<file path="config.mk">
export PLATFORM = sky130hd
export DESIGN_NAME = ldcfg_bank
export DESIGN_NICKNAME = d
export VERILOG_FILES = /design/src/verilog/ldcfg_pkg.sv /design/src/verilog/pin_sync_if.sv /design/src/verilog/pin_sync.sv /design/src/verilog/irq_latch.sv /design/src/verilog/ldcfg_bank.sv
export SDC_FILE = /design/constraint.sdc
export NUM_CORES = 1
export LEC_CHECK = 0
export ABC_AREA = 1
export BUFFER_PORTS_ARGS = -buffer_cell sky130_fd_sc_hd__buf_2
export CORE_MARGIN = 1.5
export CORE_UTILIZATION = 23
export CTS_BUF_LIST = sky130_fd_sc_hd__clkbuf_8
export CTS_CLUSTER_DIAMETER = 50
export CTS_CLUSTER_SIZE = 16
export DETAILED_ROUTE_END_ITERATION = 7
export PLACE_DENSITY_LB_ADDON = 0.15
export SLEW_MARGIN = 40
export SYNTH_ARGS = -nofsm -noshare
export SYNTH_HDL_FRONTEND = slang
export SYNTH_SLANG_ARGS = --single-unit
</file>
<file path="constraint.sdc">
create_clock -name mclk -period 1 [get_ports mclk]
set_clock_uncertainty 0.15 [all_clocks]
set_input_delay 0.15 -clock mclk [delete_from_list [all_inputs] [get_ports mclk]]
set_output_delay 0.15 -clock mclk [all_outputs]
set_load 0.005 [all_outputs]
</file>
<file path="src/verilog/ldcfg_pkg.sv">
// Package with offsets, field positions and reset values of the logical device configuration bank.
package ldcfg_pkg;
  timeunit 1ns;
  timeprecision 1ps;
  // Logical device numbers.
  localparam logic [7:0] LDN_KBD     = 8'h07;
  localparam logic [7:0] LDN_RUNTIME = 8'h0A;
  localparam logic [7:0] LDN_SMBUS   = 8'h0B;
  // Register bus: address is {logical device, index}.
  localparam int ADDR_W = 16;
  localparam logic [7:0] IDX_F0      = 8'hF0;
  localparam logic [7:0] IDX_F1      = 8'hF1;
  localparam logic [7:0] IDX_BASE_HI = 8'h60;
  localparam logic [7:0] IDX_BASE_LO = 8'h61;
  // Block-local registers placed in their own logical device.
  localparam logic [7:0] LDN_LOCAL   = 8'h0E;
  localparam logic [7:0] IDX_STATUS  = 8'h00;
  localparam logic [7:0] IDX_MASK    = 8'h01;
  // Field positions.
  localparam int KBD_POL_BIT    = 7;
  localparam int KBD_MOUSE_LATCH_BIT = 4;
  localparam int KBD_KEY_LATCH_BIT   = 3;
  localparam int KBD_ALT92_BIT  = 2;
  localparam int CLK_ABSENT_BIT = 0;
  localparam int CLK_KEYOFF_BIT = 1;
  // Writable bits; the rest read as zero.
  localparam logic [7:0] KBD_MASK     = 8'h9C;
  localparam logic [7:0] CLK_MASK     = 8'h03;
  localparam logic [7:0] STEER_MASK   = 8'h03;
  localparam logic [7:0] BASE_HI_MASK = 8'h0F;
  localparam logic [7:0] BASE_LO_MASK = 8'hF8;
  // Reset values.
  localparam logic [7:0] RST_ZERO = 8'h00;
  // Steering field encodings.
  localparam logic [1:0] STEER_MODE_REG = 2'h0;
  localparam logic [1:0] STEER_PIN_D1   = 2'h1;
  localparam logic [1:0] STEER_PIN_D01  = 2'h2;
  // Status bit positions (events).
  localparam int EV_KBD_BIT   = 0;
  localparam int EV_MOUSE_BIT = 1;
  localparam int EV_STEER_BIT = 2;
  localparam int EV_W = 3;
endpackage : ldcfg_pkg

</file>
<file path="src/verilog/pin_sync_if.sv">
// Interface carrying synchronised pin levels from the synchroniser to the bank.
interface pin_sync_if;
  timeunit 1ns;
  timeprecision 1ps;
  logic [3:0] level;
  modport src (output level);
  modport dst (input  level);
endinterface : pin_sync_if

</file>
<file path="src/verilog/pin_sync.sv">
// Three-stage synchroniser whose output changes once stages two and three agree.
module pin_sync
  import ldcfg_pkg::*;
(
  // Clock and reset
  input  wire logic mclk,
  input  wire logic rst_b,
  // Pins and result
  input  wire logic [3:0] pins,
  pin_sync_if.src         sync
);
  timeunit 1ns;
  timeprecision 1ps;
  logic [3:0] s1;
  logic [3:0] s2;
  logic [3:0] s3;

  always_ff @(posedge mclk or negedge rst_b) begin
    if (!rst_b) begin
      s1 <= 4'h0;
      s2 <= 4'h0;
      s3 <= 4'h0;
    end else begin
      s1 <= pins;
      s2 <= s1;
      s3 <= s2;
    end
  end

  // A bit only takes a new value when the two later stages agree on it.
  always_ff @(posedge mclk or negedge rst_b) begin
    if (!rst_b) begin
      sync.level <= 4'h0;
    end else begin
      sync.level <= (s2 & s3) | (sync.level & (s2 | s3));
    end
  end
endmodule : pin_sync

</file>
<file path="src/verilog/irq_latch.sv">
// Interrupt latch that holds a rising request until the controller drops it.
module irq_latch (
  // Clock and reset
  input  wire logic mclk,
  input  wire logic rst_b,
  // Request in, latched copy and rise pulse out
  input  wire logic raw,
  output logic      latched,
  output logic      rose
);
  timeunit 1ns;
  timeprecision 1ps;
  logic raw_d;

  always_ff @(posedge mclk or negedge rst_b) begin
    if (!rst_b) begin
      raw_d   <= 1'b0;
      latched <= 1'b0;
    end else begin
      raw_d <= raw;
      if (raw && !raw_d) begin
        latched <= 1'b1;
      end else if (!raw && raw_d) begin
        latched <= 1'b0;
      end
    end
  end

  assign rose = raw && !raw_d;
endmodule : irq_latch

</file>
<file path="src/verilog/ldcfg_bank.sv">
// Configuration register bank for the keyboard, runtime and bus management logical devices.
// Summary of operation
// Bit 7 of keyboard select sets output line polarity: 0 low, 1 high.
// Bit 4 zero gives raw mouse irq AND latched; one gives latched only.
// Bit 3 zero gives raw keyboard irq AND latched; one gives latched only.
// Bit 2 enables the alternate system control port.
// Keyboard indices F1 through FF are reserved and read zero.
// Slow clock bit 0 records clock absence; zero means present.
// Slow clock bit 1 set gates the clock off the key wake logic.
// Steering 00 leaves floppy routing to the printer port mode register.
// Steering 01 with pin low puts drive 1 on printer pins only.
// Steering 10 with pin low puts both drives on printer pins; 11 reserved.
// Software keeps the bus controller base within 0x0100 to 0x0FF8.
// Reserved bits read zero and writes to them have no effect.
module ldcfg_bank
  import ldcfg_pkg::*;
(
  // Clock and reset
  input  wire logic              mclk,
  input  wire logic              rst_b,
  // Register port
  input  wire logic [ADDR_W-1:0] addr,
  input  wire logic [7:0]        wdata,
  input  wire logic              wr,
  input  wire logic              rd,
  output logic      [7:0]        rdata,
  // Keyboard controller side
  input  wire logic              kbc_port_line_raw,
  input  wire logic              kbd_irq_raw,
  input  wire logic              mouse_irq_raw,
  output logic                   kbc_port_output_line,
  output logic                   kbd_irq,
  output logic                   mouse_irq,
  output logic                   alt_ctrl_port_en,
  // Slow clock and key wake
  input  wire logic              slow_clock_in,
  output logic                   slow_clock_absent,
  output logic                   key_wake_logic_off,
  output logic                   key_wake_clk_en,
  // Floppy steering
  input  wire logic              steer_pin,
  input  wire logic              pp_mode_floppy_d0,
  input  wire logic              pp_mode_floppy_d1,
  output logic                   drive0_on_pp,
  output logic                   drive1_on_pp,
  // Bus management base
  output logic      [15:0]       smbus_base,
  // Interrupt
  output logic                   irq
);
  timeunit 1ns;
  timeprecision 1ps;
  logic [7:0]      kbd_reset_gate_select;
  logic [7:0]      slow_clock_config;
  logic [7:0]      floppy_on_printer_steer;
  logic [7:0]      smbus_base_addr_high;
  logic [7:0]      smbus_base_addr_low;
  logic [EV_W-1:0] status;
  logic [EV_W-1:0] mask;
  logic [7:0]      next_rdata;
  logic            kbd_latched;
  logic            mouse_latched;
  logic            kbd_rose;
  logic            mouse_rose;
  logic            steer_prev;
  logic            steer_ev;
  logic            status_rd;
  logic [EV_W-1:0] events;
  logic [4:0]      sync_warm;

  pin_sync_if pins_s ();
  pin_sync_if slow_s ();

  // Synchronised levels: 0 kbc line, 1 kbd irq, 2 mouse irq, 3 steering pin.
  pin_sync u_sync (
    .mclk  (mclk),
    .rst_b (rst_b),
    .pins  ({steer_pin, mouse_irq_raw, kbd_irq_raw, kbc_port_line_raw}),
    .sync  (pins_s)
  );

  // The slow clock is a pin as well; the spare synchroniser bits are tied low and unread.
  pin_sync u_slow_sync (
    .mclk  (mclk),
    .rst_b (rst_b),
    .pins  ({3'h0, slow_clock_in}),
    .sync  (slow_s)
  );

  irq_latch u_kbd_latch (
    .mclk    (mclk),
    .rst_b   (rst_b),
    .raw     (pins_s.level[1]),
    .latched (kbd_latched),
    .rose    (kbd_rose)
  );

  irq_latch u_mouse_latch (
    .mclk    (mclk),
    .rst_b   (rst_b),
    .raw     (pins_s.level[2]),
    .latched (mouse_latched),
    .rose    (mouse_rose)
  );

  function automatic logic hit(input logic [ADDR_W-1:0] a, input logic [7:0] ldn,
                               input logic [7:0] idx);
    hit = (a[15:8] == ldn) && (a[7:0] == idx);
  endfunction : hit

  // Register writes; only implemented bits are stored.
  always_ff @(posedge mclk or negedge rst_b) begin
    if (!rst_b) begin
      kbd_reset_gate_select   <= RST_ZERO;
      slow_clock_config       <= RST_ZERO;
      floppy_on_printer_steer <= RST_ZERO;
      smbus_base_addr_high    <= RST_ZERO;
      smbus_base_addr_low     <= RST_ZERO;
      mask                    <= '0;
    end else if (wr) begin
      if (hit(addr, LDN_KBD, IDX_F0)) begin
        kbd_reset_gate_select <= wdata & KBD_MASK;
      end
      if (hit(addr, LDN_RUNTIME, IDX_F0)) begin
        slow_clock_config <= wdata & CLK_MASK;
      end
      if (hit(addr, LDN_RUNTIME, IDX_F1)) begin
        floppy_on_printer_steer <= wdata & STEER_MASK;
      end
      // The base is stored as written; keeping it in range is software's duty.
      if (hit(addr, LDN_SMBUS, IDX_BASE_HI)) begin
        smbus_base_addr_high <= wdata & BASE_HI_MASK;
      end
      if (hit(addr, LDN_SMBUS, IDX_BASE_LO)) begin
        smbus_base_addr_low <= wdata & BASE_LO_MASK;
      end
      if (hit(addr, LDN_LOCAL, IDX_MASK)) begin
        mask <= wdata[EV_W-1:0];
      end
    end
  end

  // Read mux; every unmapped address, keyboard F1..FF included, reads zero.
  always_comb begin
    next_rdata = 8'h00;
    if (hit(addr, LDN_KBD, IDX_F0)) begin
      next_rdata = kbd_reset_gate_select;
    end else if (hit(addr, LDN_RUNTIME, IDX_F0)) begin
      next_rdata = slow_clock_config;
    end else if (hit(addr, LDN_RUNTIME, IDX_F1)) begin
      next_rdata = floppy_on_printer_steer;
    end else if (hit(addr, LDN_SMBUS, IDX_BASE_HI)) begin
      next_rdata = smbus_base_addr_high;
    end else if (hit(addr, LDN_SMBUS, IDX_BASE_LO)) begin
      next_rdata = smbus_base_addr_low;
    end else if (hit(addr, LDN_LOCAL, IDX_STATUS)) begin
      next_rdata = {{(8-EV_W){1'b0}}, status};
    end else if (hit(addr, LDN_LOCAL, IDX_MASK)) begin
      next_rdata = {{(8-EV_W){1'b0}}, mask};
    end
  end

  // Read data stand only in the cycle after the strobe.
  always_ff @(posedge mclk or negedge rst_b) begin
    if (!rst_b) begin
      rdata <= 8'h00;
    end else if (rd) begin
      rdata <= next_rdata;
    end else begin
      rdata <= 8'h00;
    end
  end

  // Sticky events; a new event in the read cycle survives the clear.
  assign status_rd = rd && hit(addr, LDN_LOCAL, IDX_STATUS);

  always_ff @(posedge mclk or negedge rst_b) begin
    if (!rst_b) begin
      steer_prev <= 1'b0;
    end else begin
      steer_prev <= pins_s.level[3];
    end
  end

  // The synchroniser leaves reset at zero while an idle steering pin sits high; without
  // this warm-up its first settled level would look like a pin change and set status.
  always_ff @(posedge mclk or negedge rst_b) begin
    if (!rst_b) begin
      sync_warm <= 5'h00;
    end else begin
      sync_warm <= {sync_warm[3:0], 1'b1};
    end
  end

  assign steer_ev = sync_warm[4] && (pins_s.level[3] ^ steer_prev);

  always_comb begin
    events               = '0;
    events[EV_KBD_BIT]   = kbd_rose;
    events[EV_MOUSE_BIT] = mouse_rose;
    events[EV_STEER_BIT] = steer_ev;
  end

  always_ff @(posedge mclk or negedge rst_b) begin
    if (!rst_b) begin
      status <= '0;
    end else begin
      status <= (status_rd ? '0 : status) | events;
    end
  end

  always_ff @(posedge mclk or negedge rst_b) begin
    if (!rst_b) begin
      irq <= 1'b0;
    end else begin
      irq <= |(status & mask);
    end
  end

  // The port line idles high after reset, since its default polarity is active low.
  always_ff @(posedge mclk or negedge rst_b) begin
    if (!rst_b) begin
      kbc_port_output_line <= 1'b1;
    end else if (kbd_reset_gate_select[KBD_POL_BIT]) begin
      kbc_port_output_line <= pins_s.level[0];
    end else begin
      kbc_port_output_line <= ~pins_s.level[0];
    end
  end

  // In the default mode the output drops with the raw request, in step with the latch and a cycle before latched-only mode.
  always_ff @(posedge mclk or negedge rst_b) begin
    if (!rst_b) begin
      mouse_irq <= 1'b0;
    end else if (kbd_reset_gate_select[KBD_MOUSE_LATCH_BIT]) begin
      mouse_irq <= mouse_latched;
    end else begin
      mouse_irq <= pins_s.level[2] & mouse_latched;
    end
  end

  always_ff @(posedge mclk or negedge rst_b) begin
    if (!rst_b) begin
      kbd_irq <= 1'b0;
    end else if (kbd_reset_gate_select[KBD_KEY_LATCH_BIT]) begin
      kbd_irq <= kbd_latched;
    end else begin
      kbd_irq <= pins_s.level[1] & kbd_latched;
    end
  end

  always_ff @(posedge mclk or negedge rst_b) begin
    if (!rst_b) begin
      alt_ctrl_port_en <= 1'b0;
    end else begin
      alt_ctrl_port_en <= kbd_reset_gate_select[KBD_ALT92_BIT];
    end
  end

  // Slow clock presence and wake logic gating.
  always_ff @(posedge mclk or negedge rst_b) begin
    if (!rst_b) begin
      slow_clock_absent  <= 1'b0;
      key_wake_logic_off <= 1'b0;
      key_wake_clk_en    <= 1'b0;
    end else begin
      slow_clock_absent  <= slow_clock_config[CLK_ABSENT_BIT];
      key_wake_logic_off <= slow_clock_config[CLK_KEYOFF_BIT];
      // Enable for the wake logic's clock gate; held off when absent or switched off.
      key_wake_clk_en <= slow_s.level[0] && !slow_clock_config[CLK_KEYOFF_BIT]
                         && !slow_clock_config[CLK_ABSENT_BIT];
    end
  end

  // Floppy steering. The steering pin is active low; reserved 11 acts like 00.
  always_ff @(posedge mclk or negedge rst_b) begin
    if (!rst_b) begin
      drive0_on_pp <= 1'b0;
      drive1_on_pp <= 1'b0;
    end else begin
      unique case (floppy_on_printer_steer[1:0])
        STEER_PIN_D1: begin
          drive0_on_pp <= 1'b0;
          drive1_on_pp <= !pins_s.level[3];
        end
        STEER_PIN_D01: begin
          drive0_on_pp <= !pins_s.level[3];
          drive1_on_pp <= !pins_s.level[3];
        end
        default: begin
          drive0_on_pp <= pp_mode_floppy_d0;
          drive1_on_pp <= pp_mode_floppy_d1;
        end
      endcase
    end
  end

  always_ff @(posedge mclk or negedge rst_b) begin
    if (!rst_b) begin
      smbus_base <= 16'h0000;
    end else begin
      smbus_base <= {4'h0, smbus_base_addr_high[3:0], smbus_base_addr_low[7:3], 3'h0};
    end
  end
endmodule : ldcfg_bank

</file>
## After elaboration in Yosys (flattened, before gate mapping)

Index checks and enable logic that the tools add are counted.

- Eq/ne operators: 11
- Multiplexer cells: 18
- Bitwise logic cells: 14
- Reductions and logical operators: 33

Operators by type and width:

| operator | number |
|---|---|
| 8-bit 2-to-1 mux | 6 |
| 8-bit by 4-bit == test with 1-bit output, second input constant | 3 |
| 8-bit by 7-bit == test with 1-bit output, second input constant | 2 |
| 8-bit == test, second input constant | 2 |
| 1-bit logical AND | 15 |
| 4-bit bitwise AND | 3 |
| 2-bit AND reduction | 6 |
| 3-bit 2-to-1 mux | 3 |
| 8-bit by 1-bit == test with 1-bit output, second input constant | 1 |
| 8-bit by 3-bit == test with 1-bit output, second input constant | 1 |
| 8-bit logical NOT | 1 |
| 1-bit 2-to-1 mux | 8 |
| 4-bit OR | 2 |
| 1-bit logical NOT | 7 |
| 1-bit by 4-bit OR with 4-bit output | 1 |
| 2-bit nonzero test | 2 |
| 1-bit bitwise AND | 3 |
| 3-bit bitwise AND | 1 |
| 3-bit OR | 1 |
| 3-bit OR reduction | 1 |
| 2-bit by 1-bit == test with 1-bit output, second input constant | 1 |
| 2-bit == test, second input constant | 1 |
| 1-bit one-hot mux with 2 select lines | 1 |
| 2-bit OR reduction | 1 |
| 3 further kinds | 3 |

- Flip-flop bits (word level): 83
- Output and inout bits: 34
- Word-level logic and storage cells: 109

## Longest topological paths before layout

Gate-level depths: netlist (run 1).

- Depth after elaboration: 10
- Mapped depth: 11
- Depth with buffers taken out: 11

## Modules after synthesis

From an unflattened synthesis (run 1), not the netlist that was laid out.

- Cell total of the unflattened synthesis: 306
- Area, all modules: 3,449.6 um^2

By module, submodules not included:

| module | times used | cells each | area each (um^2) | sequential area each (um^2) |
|---|---|---|---|---|
| ldcfg_bank | 1 | 226 | 2,356.0 | 1,402.6 |
| pin_sync | 2 | 32 | 465.4 | 400.4 |
| irq_latch | 2 | 8 | 81.3 | 50.0 |

## Worst setup path before layout (run 1)

Ideal clock, no wire load.

- Kind: input to register
- From: input addr[3]
- To: register slow_clock_config[0]
- Data arrival time: 1.081 ns
- Setup slack: -0.356 ns
- Stages: 6
- Path buffers: 0
- Path through: nor2_1 nand2_1 nor3_4 nand2_2 nor2_4 mux2_2

- Longest elaborated chain between the ends: 3

RTL lines:

| what | RTL line | RTL |
|---|---|---|
| start: declaration | ldcfg_bank.sv:22 | `input wire logic [ADDR_W-1:0] addr,` |
| 8-bit == test | ldcfg_bank.sv:108 | `hit = (a[15:8] == ldn) && (a[7:0] == idx);` |
| 1-bit logical AND | ldcfg_bank.sv:108 |  |
| 2-bit AND reduction (no source line) | n/a |  |
| end signal: assignment | ldcfg_bank.sv:125 | `slow_clock_config <= wdata & CLK_MASK;` |
| end: declaration | ldcfg_bank.sv:54 | `logic [7:0] slow_clock_config;` |

No other way between the ends.
A chain may end at the register's enable or synchronous reset.

## Worst setup path in the final report (run 1)

- From: register kbc_port_output_line
- To: output kbc_port_output_line

RTL lines:

| what | RTL line | RTL |
|---|---|---|
| start: declaration | ldcfg_bank.sv:31 | `output logic kbc_port_output_line,` |
| start signal: assignment | ldcfg_bank.sv:225 | `kbc_port_output_line <= pins_s.level[0];` |
| start signal: assignment | ldcfg_bank.sv:227 | `kbc_port_output_line <= ~pins_s.level[0];` |

No word-level cell between the ends.

==> results.json, run 1 <==
{
  "hold-path-endpoint": "rdata[5]",
  "initial_core_util": 0.234,
  "cap_violations": 0,
  "violations": "negative setup slack",
  "num_io_pins": 69,
  "crit_path_top_delay_cell": "dfstp_2",
  "layout.nets": 447,
  "drt-pass1-iter-count": 4,
  "status": "finished, violations left",
  "rsz0062_at_grt": "true",
  "crit_path_end_kind": "output pin",
  "syn_area_um2": 3090,
  "synthCells": 281,
  "synth_top_area_share": 0.640,
  "hold_ws_ps": 40.1,
  "die_y_um": 119,
  "clk_latency_ps": 360,
  "dieArea_um2": 14100,
  "syn_area_per_cell_um2": 11.0,
  "antenna_found_initial": 0,
  "report.final.slew_viol_count": 0,
  "rr_worst_depth": 4,
  "fmax_mhz": 783,
  "cts.sinks": 80,
  "vdd_drop_max_mv": 0.465,
  "hold_depth": 4,
  "cp.arrival_ps": 980,
  "ys_warn_count": 0,
  "hpwlAfterDp_mm": 5.25,
  "critPathBufInv": 1,
  "drc": 0,
  "max_stage_delay_ps": 520,
  "vias": 2334,
  "clkTransAtPathRegs_ps": 80,
  "critPathMaxFanout": 1,
  "overflow": 0,
  "timing.final.ws_setup_ps": -277,
  "crit_path_start_kind": "register",
  "syn_to_final_growth_pct": 55.7,
  "path_delay_family": "flip-flops",
  "yosys.area.top_type": "dfrtp_1",
  "cts_tree": "built",
  "drt_iter0_drc": 58,
  "grt_pass1_wl_mm": 12.1,
  "final_common_cell": "dfrtp_1",
  "min_period_ps": 1280,
  "ant_nets": 0,
  "ys_seq_area_frac": 0.648,
  "fin_crit_sh": 1.28,
  "hold_violations": 0,
  "rrSetupSlack_ps": -110,
  "final_cells": 590,
  "crit_required_ps": 700,
  "min-delay-start": "rd",
  "layout-drive-gt1-share": 0.546,
  "die_w_um": 119,
  "dp_cells": 546,
  "p_leak_nw": 2.29,
  "wl_mm": 7.33,
  "routabilityCongestion": 0.780,
  "synthTopCellsByArea": "dfrtp_1 (64%), nand2_1 (6.4%), inv_1 (4.1%), o21ai_0 (2.9%), nor2_4 (2.9%)",
  "final_cell_mix": "dfrtp_1 (76), buf_2 (47), buf_4 (29)",
  "path_class": "register to output pin",
  "track_usage": 0.113,
  "finalSetupViolCount": 48,
  "cts.path.max_buffers": 2,
  "htreeDepth": 3,
  "rows": 42,
  "path_cells": "buf_2",
  "cts_made_buffers": 9,
  "cts_root_buf": "clkbuf_8",
  "drt-wirelength-per-cell_um": 12.4,
  "grt_max_degree": 32,
  "n_antenna_cell": 0,
  "yosys.cell_types.count": 33,
  "io_buffers": 61,
  "power.density_nw_per_um2": 1380,
  "grt_pass1_vias": 2399,
  "r2r_end": "drive0_on_pp",
  "vias_per_cell": 3.96,
  "ys_ff_latch": 80,
  "hold_class": "input pin to register",
  "core-area_um2": 13200,
  "reg2reg_from": "floppy_on_printer_steer[1]"
}
routing by layer:
metal | track usage | vias up | wire length (um) | part of all wire
li1 | - | 1147 | - | -
met1 | 0.144 | 1122 | 3320 | 0.45
met2 | 0.176 | 55 | 3490 | 0.48
met3 | 0.0412 | 10 | 405 | 0.055
met4 | 0.0429 | 0 | 113 | 0.015
met5 | 0 | - | 0 | 0
cells by family after synthesis:
kind of cell / Yosys count / share of synthesized area
simple gates: 106 / 0.175
flops: 80 / 0.648
buf+inv: 42 / 0.0595
compound gates: 39 / 0.0713
fa+ha+maj: 8 / 0.0284
mux: 3 / 0.0121
other cells: 2 / 0.00243
xor+xnor: 1 / 0.00284
repair_timing:
action                     4_1_cts  5_1_grt
hold endpoints to repair       110        0
setup endpoints to repair       64       66
buffers inserted                10        4
gates resized for setup         52       73
hold buffers                    18        0
pin swaps                       32       22
power by group:
group          internal (mW)  switching, mW  leakage [nW]  total (mW)
clock                   1.36           1.23         0.109        2.58
combinational          0.335          0.308          1.21       0.643
sequential              3.35         0.0621         0.974        3.41
synth_stat cells:
library cell and number:
o21ai_0 18, nor3b_1 1, ha_1 3, mux2_2 2, a21oi_1 5, xnor2_1 1
nand3_1 13, nor3_1 4, and2_4 1, conb_1 2, maj3_1 5, inv_1 34
dfrtp_1 79, o211ai_1 3, o21ai_1 6, nor3_4 1, o221ai_1 1, nand2_1 53
nand3_2 1, nor2_2 2, nor4_1 1, dfstp_2 1, nor2_1 13, nand2_4 1
and2_2 1, o21a_1 5, inv_2 1, buf_4 7, nand2_2 5, nand4_1 1
nor2_4 8, mux2_4 1, o22ai_1 1
through the flow:
step	util	worst slack (ps)	area, um2	power (mW)	setup TNS [ps]
after global routing	0.365	-335	4810	6.99	-8110
after CTS	0.347	-308	4570	6.70	-6020
after detailed placement	0.299	-531	3940	3.91	-14590
final	0.365	-277	4810	6.64	-5320
after global placement	0.299	-535	3940	3.91	-14060
after floorplan	-	-355	3200	3.63	-4630
worst max-delay path by stage:
stage,start,to,slack [ps],cells past startpoint
after floorplan,addr[3],slow_clock_config[0],-350,6
after global placement,addr[10],rdata[2],-540,8
after detailed placement,addr[10],rdata[2],-530,8
after CTS,kbc_port_output_line,kbc_port_output_line,-310,1
after global routing,kbc_port_output_line,kbc_port_output_line,-330,1
final,kbc_port_output_line,kbc_port_output_line,-280,1
sequential cells by signal (all words and copies together) (netlist names), 2 cells and up:
| register | cells |
|---|---|
| u_sync.s2 | 4 |
| floppy_on_printer_steer | 2 |
| smbus_base_addr_high | 4 |
| smbus_base_addr_low | 5 |
| kbd_reset_gate_select | 4 |
| mask | 3 |
| slow_clock_config | 2 |
| u_sync.s3 | 4 |
| u_sync.sync.level | 4 |
| smbus_base | 9 |
| rdata | 8 |
| status | 3 |
| sync_warm | 5 |
| u_sync.s1 | 4 |
final cells by class:
type,count,area (um2)
multi-input cells,165,1280
inverters,35,144
fillers,1318,8380
flip-flops and latches,80,2010
clock buffers,12,165
well taps,176,220
clock inverters,4,51.3
repair buffers,118,940
(Power assumes the default switching activity.)
==> run 2: changes to the inputs <==
--- a/config.mk
+++ b/config.mk
@@ -7,6 +7,7 @@
 export LEC_CHECK = 0
 export ABC_AREA = 1
 export BUFFER_PORTS_ARGS = -buffer_cell sky130_fd_sc_hd__buf_2
+export CORE_ASPECT_RATIO = 1.4
 export CORE_MARGIN = 1.5
 export CORE_UTILIZATION = 23
 export CTS_BUF_LIST = sky130_fd_sc_hd__clkbuf_8
==> results.json, run 2 (synthesized netlist as in run 1, its figures left out) <==
{
  "report.final.slew_viol_count": 0,
  "finalSetupViolCount": 50,
  "cp.arrival_ps": 980,
  "power.density_nw_per_um2": 1370,
  "final_common_cell": "dfrtp_1",
  "cts.path.max_buffers": 2,
  "ant_nets": 0,
  "switching_share": 0.244,
  "top_register": "smbus_base",
  "fillers": 1358,
  "hold_violations": 0,
  "grt_pass1_wl_mm": 12.0,
  "reg.largest.list": "smbus_base x9, rdata x8",
  "multi_input_area_um2": 1260,
  "grt_max_degree": 22,
  "die_y_um": 140,
  "drt_iter0_drc": 38,
  "clkPwrFrac": 0.377,
  "drt-pass1-iter-count": 4,
  "cts_made_buffers": 9,
  "antenna_found_initial": 0,
  "crit_required_ps": 700,
  "drt-wirelength-per-cell_um": 12.2,
  "status": "finished, violations left",
  "cts_root_buf": "clkbuf_8",
  "htreeDepth": 3,
  "vdd_drop_max_mv": 0.596,
  "power.share.sequential": 0.525,
  "cts_tree": "built",
  "syn_to_final_growth_pct": 53.6,
  "seqCellArea_um2": 2000,
  "power_switching_mw": 1.58,
  "initial_core_util": 0.238,
  "vias": 2296,
  "cap_violations": 0,
  "min_period_ps": 1280,
  "hold_class": "input pin to register",
  "core-area_um2": 13000,
  "rows": 49,
  "track_usage": 0.112,
  "hold_ws_ps": 30.0,
  "crit_path_top_delay_cell": "dfstp_2",
  "layout.nets": 446,
  "io_buffers": 61,
  "path_cells": "buf_6",
  "max_stage_delay_ps": 540,
  "power.internal_mw": 4.91,
  "crit_path_start_kind": "register",
  "violations": "negative setup slack",
  "vias_per_cell": 3.88,
  "fmax_mhz": 780,
  "largest_reg_flops": 9,
  "finalSetupTns_ps": -5390,
  "n_antenna_cell": 0,
  "num_io_pins": 69,
  "final_cell_mix": "dfrtp_1 (78), buf_2 (50), nand2_1 (27), buf_4 (27), nand2_2 (25)",
  "critPathBufInv": 1,
  "path_delay_family": "flip-flops",
  "grt_pass1_vias": 2461,
  "path_class": "register to output pin",
  "dieArea_um2": 14100,
  "layout-drive-gt1-share": 0.521,
  "placedInstanceArea_um2": 3950,
  "wl_mm": 7.19,
  "die_w_um": 101,
  "critPathMaxFanout": 1,
  "hpwlAfterDp_mm": 5.36,
  "combPwrFrac": 0.098,
  "cts.sinks": 80,
  "timing.final.ws_setup_ps": -282,
  "clk_latency_ps": 350,
  "p_leak_nw": 2.25,
  "rsz0062_at_grt": "true",
  "final_cell_area_um2": 4740,
  "crit_path_end_kind": "output pin",
  "clkTransAtPathRegs_ps": 90,
  "drc": 0,
  "fin_crit_sh": 1.28,
  "overflow": 0,
  "routabilityCongestion": 0.737
}
==> run 2: power groups by stage <==
stage | Clock, mW | Combinational [mW] | Sequential, mW
after detailed placement | 0 | 0.452 | 3.47
after CTS | 2.57 | 0.592 | 3.40
after floorplan | 0 | 0.169 | 3.46
after global routing | 2.68 | 0.704 | 3.43
after global placement | 0 | 0.443 | 3.46
final | 2.45 | 0.633 | 3.41
==> run 2: worst paths after layout <==
path / end / cells past startpoint / slack (ps) / start
setup / recovery: kbc_port_output_line / 1 / -280 / kbc_port_output_line
hold / removal: rdata[4] / 5 / 30 / addr[11]
setup reg to reg: drive0_on_pp / 4 / -140 / floppy_on_printer_steer[1]
hold reg to reg: sync_warm[1] / 0 / 200 / sync_warm[0]
max in group asynchronous: status[2] / 3 / 220 / rst_b
min in group asynchronous: u_sync.s1[1] / 2 / 60 / rst_b
==> run 2: layout make-up <==
class                   instances  share of cell area
flip-flops and latches         80               0.422
multi-input cells             165               0.265
repair buffers                117               0.191
well taps                     178              0.0469
inverters                      35              0.0309
clock buffers                  10              0.0290
clock inverters                 6              0.0142
==> run 2: repair_timing <==
action                                  4_1_cts  5_1_grt
endpoints found under the hold margin       110        0
hold buffers                                 17        0
setup buffers                                 4        5
pin swaps                                    29       23
gates resized for setup                      46       63
endpoints found under the setup margin       64       69
==> run 2: routing by layer <==
metal	wire length [um]	GRT usage	up-vias
met4	181	0.0592	0
met1	2910	0.130	1090
li1	-	-	1143
met5	0	0	-
met3	284	0.0235	14
met2	3810	0.192	49
==> run 2: through the flow <==
stage | cells | util | setup slack [ps] | power, mW
floorplan | 287 | - | -355 | 3.63
global placement | 551 | 0.304 | -487 | 3.91
detailed placement | 551 | 0.304 | -502 | 3.92
CTS | 588 | 0.347 | -317 | 6.56
global route | 591 | 0.365 | -320 | 6.81
finish | 591 | 0.365 | -282 | 6.49
==> run 3: changes to the inputs <==
--- a/config.mk
+++ b/config.mk
@@ -19,3 +19,4 @@
 export SYNTH_ARGS = -nofsm -noshare
 export SYNTH_HDL_FRONTEND = slang
 export SYNTH_SLANG_ARGS = --single-unit
+export TNS_END_PERCENT = 1
==> results.json, run 3 (synthesized netlist as in run 1, its figures left out) <==
{
  "fillers": 1389,
  "crit_path_start_kind": "register",
  "path_cells": "buf_2",
  "drc": 0,
  "hold_violations": 0,
  "wl_mm": 7.44,
  "final_cell_area_um2": 4450,
  "power.density_nw_per_um2": 1460,
  "cts_tree": "built",
  "placedInstanceArea_um2": 3880,
  "top_register": "smbus_base",
  "track_usage": 0.114,
  "ant_nets": 0,
  "overflow": 0,
  "drt-wirelength-per-cell_um": 12.8,
  "dieArea_um2": 14100,
  "reg.largest.list": "smbus_base x9, rdata x8",
  "core-area_um2": 13000,
  "seqCellArea_um2": 2010,
  "violations": "negative setup slack",
  "hpwlAfterDp_mm": 5.60,
  "layout-drive-gt1-share": 0.433,
  "final_common_cell": "dfrtp_1",
  "clk_latency_ps": 350,
  "max_stage_delay_ps": 520,
  "dp_slack_ps": -564,
  "vdd_drop_max_mv": 0.581,
  "crit_path_top_delay_cell": "dfstp_2",
  "path_delay_family": "flip-flops",
  "route.met2.wl_mm": 3.77,
  "min_period_ps": 1270,
  "antenna_found_initial": 0,
  "die_w_um": 101,
  "grt_max_degree": 27,
  "cp.arrival_ps": 970,
  "rows": 49,
  "crit_required_ps": 700,
  "n_antenna_cell": 0,
  "postLayoutCoreUtil": 0.342,
  "wl_met3_um": 418,
  "largest_reg_flops": 9,
  "grt_pass1_vias": 2353,
  "layout.nets": 437,
  "cts_root_buf": "clkbuf_8",
  "cap_violations": 0,
  "initial_core_util": 0.238,
  "finalSetupTns_ps": -5260,
  "top_layer": "met4",
  "die_y_um": 140,
  "report.final.slew_viol_count": 0,
  "m1WireLength_mm": 3.09,
  "clkTransAtPathRegs_ps": 90,
  "path_class": "register to output pin",
  "rsz0062_at_grt": "true",
  "final_cell_mix": "dfrtp_1 (75), buf_2 (60), nand2_1 (46)",
  "rr_worst_depth": 4,
  "fmax_mhz": 787,
  "drt_iter0_drc": 70,
  "hold_class": "input pin to async pin",
  "critPathMaxFanout": 1,
  "crit_path_end_kind": "output pin",
  "io_buffers": 61,
  "drt-pass1-iter-count": 4,
  "timing.final.ws_setup_ps": -271,
  "cts.path.max_buffers": 2,
  "finalSetupViolCount": 54,
  "status": "finished, violations left",
  "p_leak_nw": 2.17,
  "num_io_pins": 69,
  "vias": 2266,
  "htreeDepth": 3,
  "cts.sinks": 80,
  "cts_setup_buffers": 0,
  "multi_input_area_um2": 1100,
  "vias_per_cell": 3.89,
  "syn_to_final_growth_pct": 43.9,
  "cts_made_buffers": 9,
  "crit_cells": 1,
  "critPathBufInv": 1,
  "fin_crit_sh": 1.27,
  "routabilityCongestion": 0.879,
  "grt_pass1_wl_mm": 12.0
}
==> run 3: what timing repair did <==
action / 4_1_cts / 5_1_grt
hold buffers: 18 / 0
endpoints found under the setup margin: 66 / 66
pin swaps: 11 / 5
cloned: 0 / 0
resized for setup: 38 / 24
endpoints found under the hold margin: 111 / 0
==> run 3: area by class of cell <==
| cell class | count | share of cell area |
|---|---|---|
| sequential | 80 | 0.452 |
| multi-input combinational | 165 | 0.247 |
| timing repair buffer | 108 | 0.172 |
| tap | 178 | 0.0501 |
| clock buffer | 11 | 0.0341 |
| inverter | 35 | 0.0301 |
| clock inverter | 5 | 0.0144 |
==> run 3: power by group <==
part | leakage, nW | switching (mW) | internal (mW)
Sequential | 0.973 | 0.0562 | 3.35
Clock | 0.106 | 1.25 | 1.31
Combinational | 1.09 | 0.266 | 0.252
Total | 2.17 | 1.58 | 4.91
==> run 3: metrics by stage <==
| stage | hold slack (ps) | total power, mW | std cells |
|---|---|---|---|
| floorplan | -296 | 3.61 | 287 |
| global placement | -119 | 3.88 | 548 |
| detailed placement | -113 | 3.89 | 548 |
| CTS | 36.2 | 6.57 | 582 |
| global route | 41.0 | 6.80 | 582 |
| finish | 54.1 | 6.49 | 582 |
==> run 3: routing by layer <==
layer | GRT usage | vias up
met5 | 0 | -
met4 | 0.0482 | 0
met3 | 0.0299 | 9
met2 | 0.193 | 64
met1 | 0.135 | 1073
li1 | - | 1120
==> run 3: worst paths after layout <==
path                                       startpoint  slack, ps                       end
max in group asynchronous                       rst_b        180      kbc_port_output_line
hold reg to reg                          sync_warm[1]        200              sync_warm[2]
setup / recovery                 kbc_port_output_line       -270      kbc_port_output_line
hold / removal                                  rst_b         50  kbd_reset_gate_select[3]
setup reg to reg           floppy_on_printer_steer[1]       -120              drive0_on_pp
min in group mclk                                  wr         70  kbd_reset_gate_select[7]
==> run 3: worst reg2reg max path, cell delays in order (launching register included) <==
cell     delay (ps)
dfrtp_1         430
ha_4            310
nor2_1           40
nand2_1          50
nand2_1          50
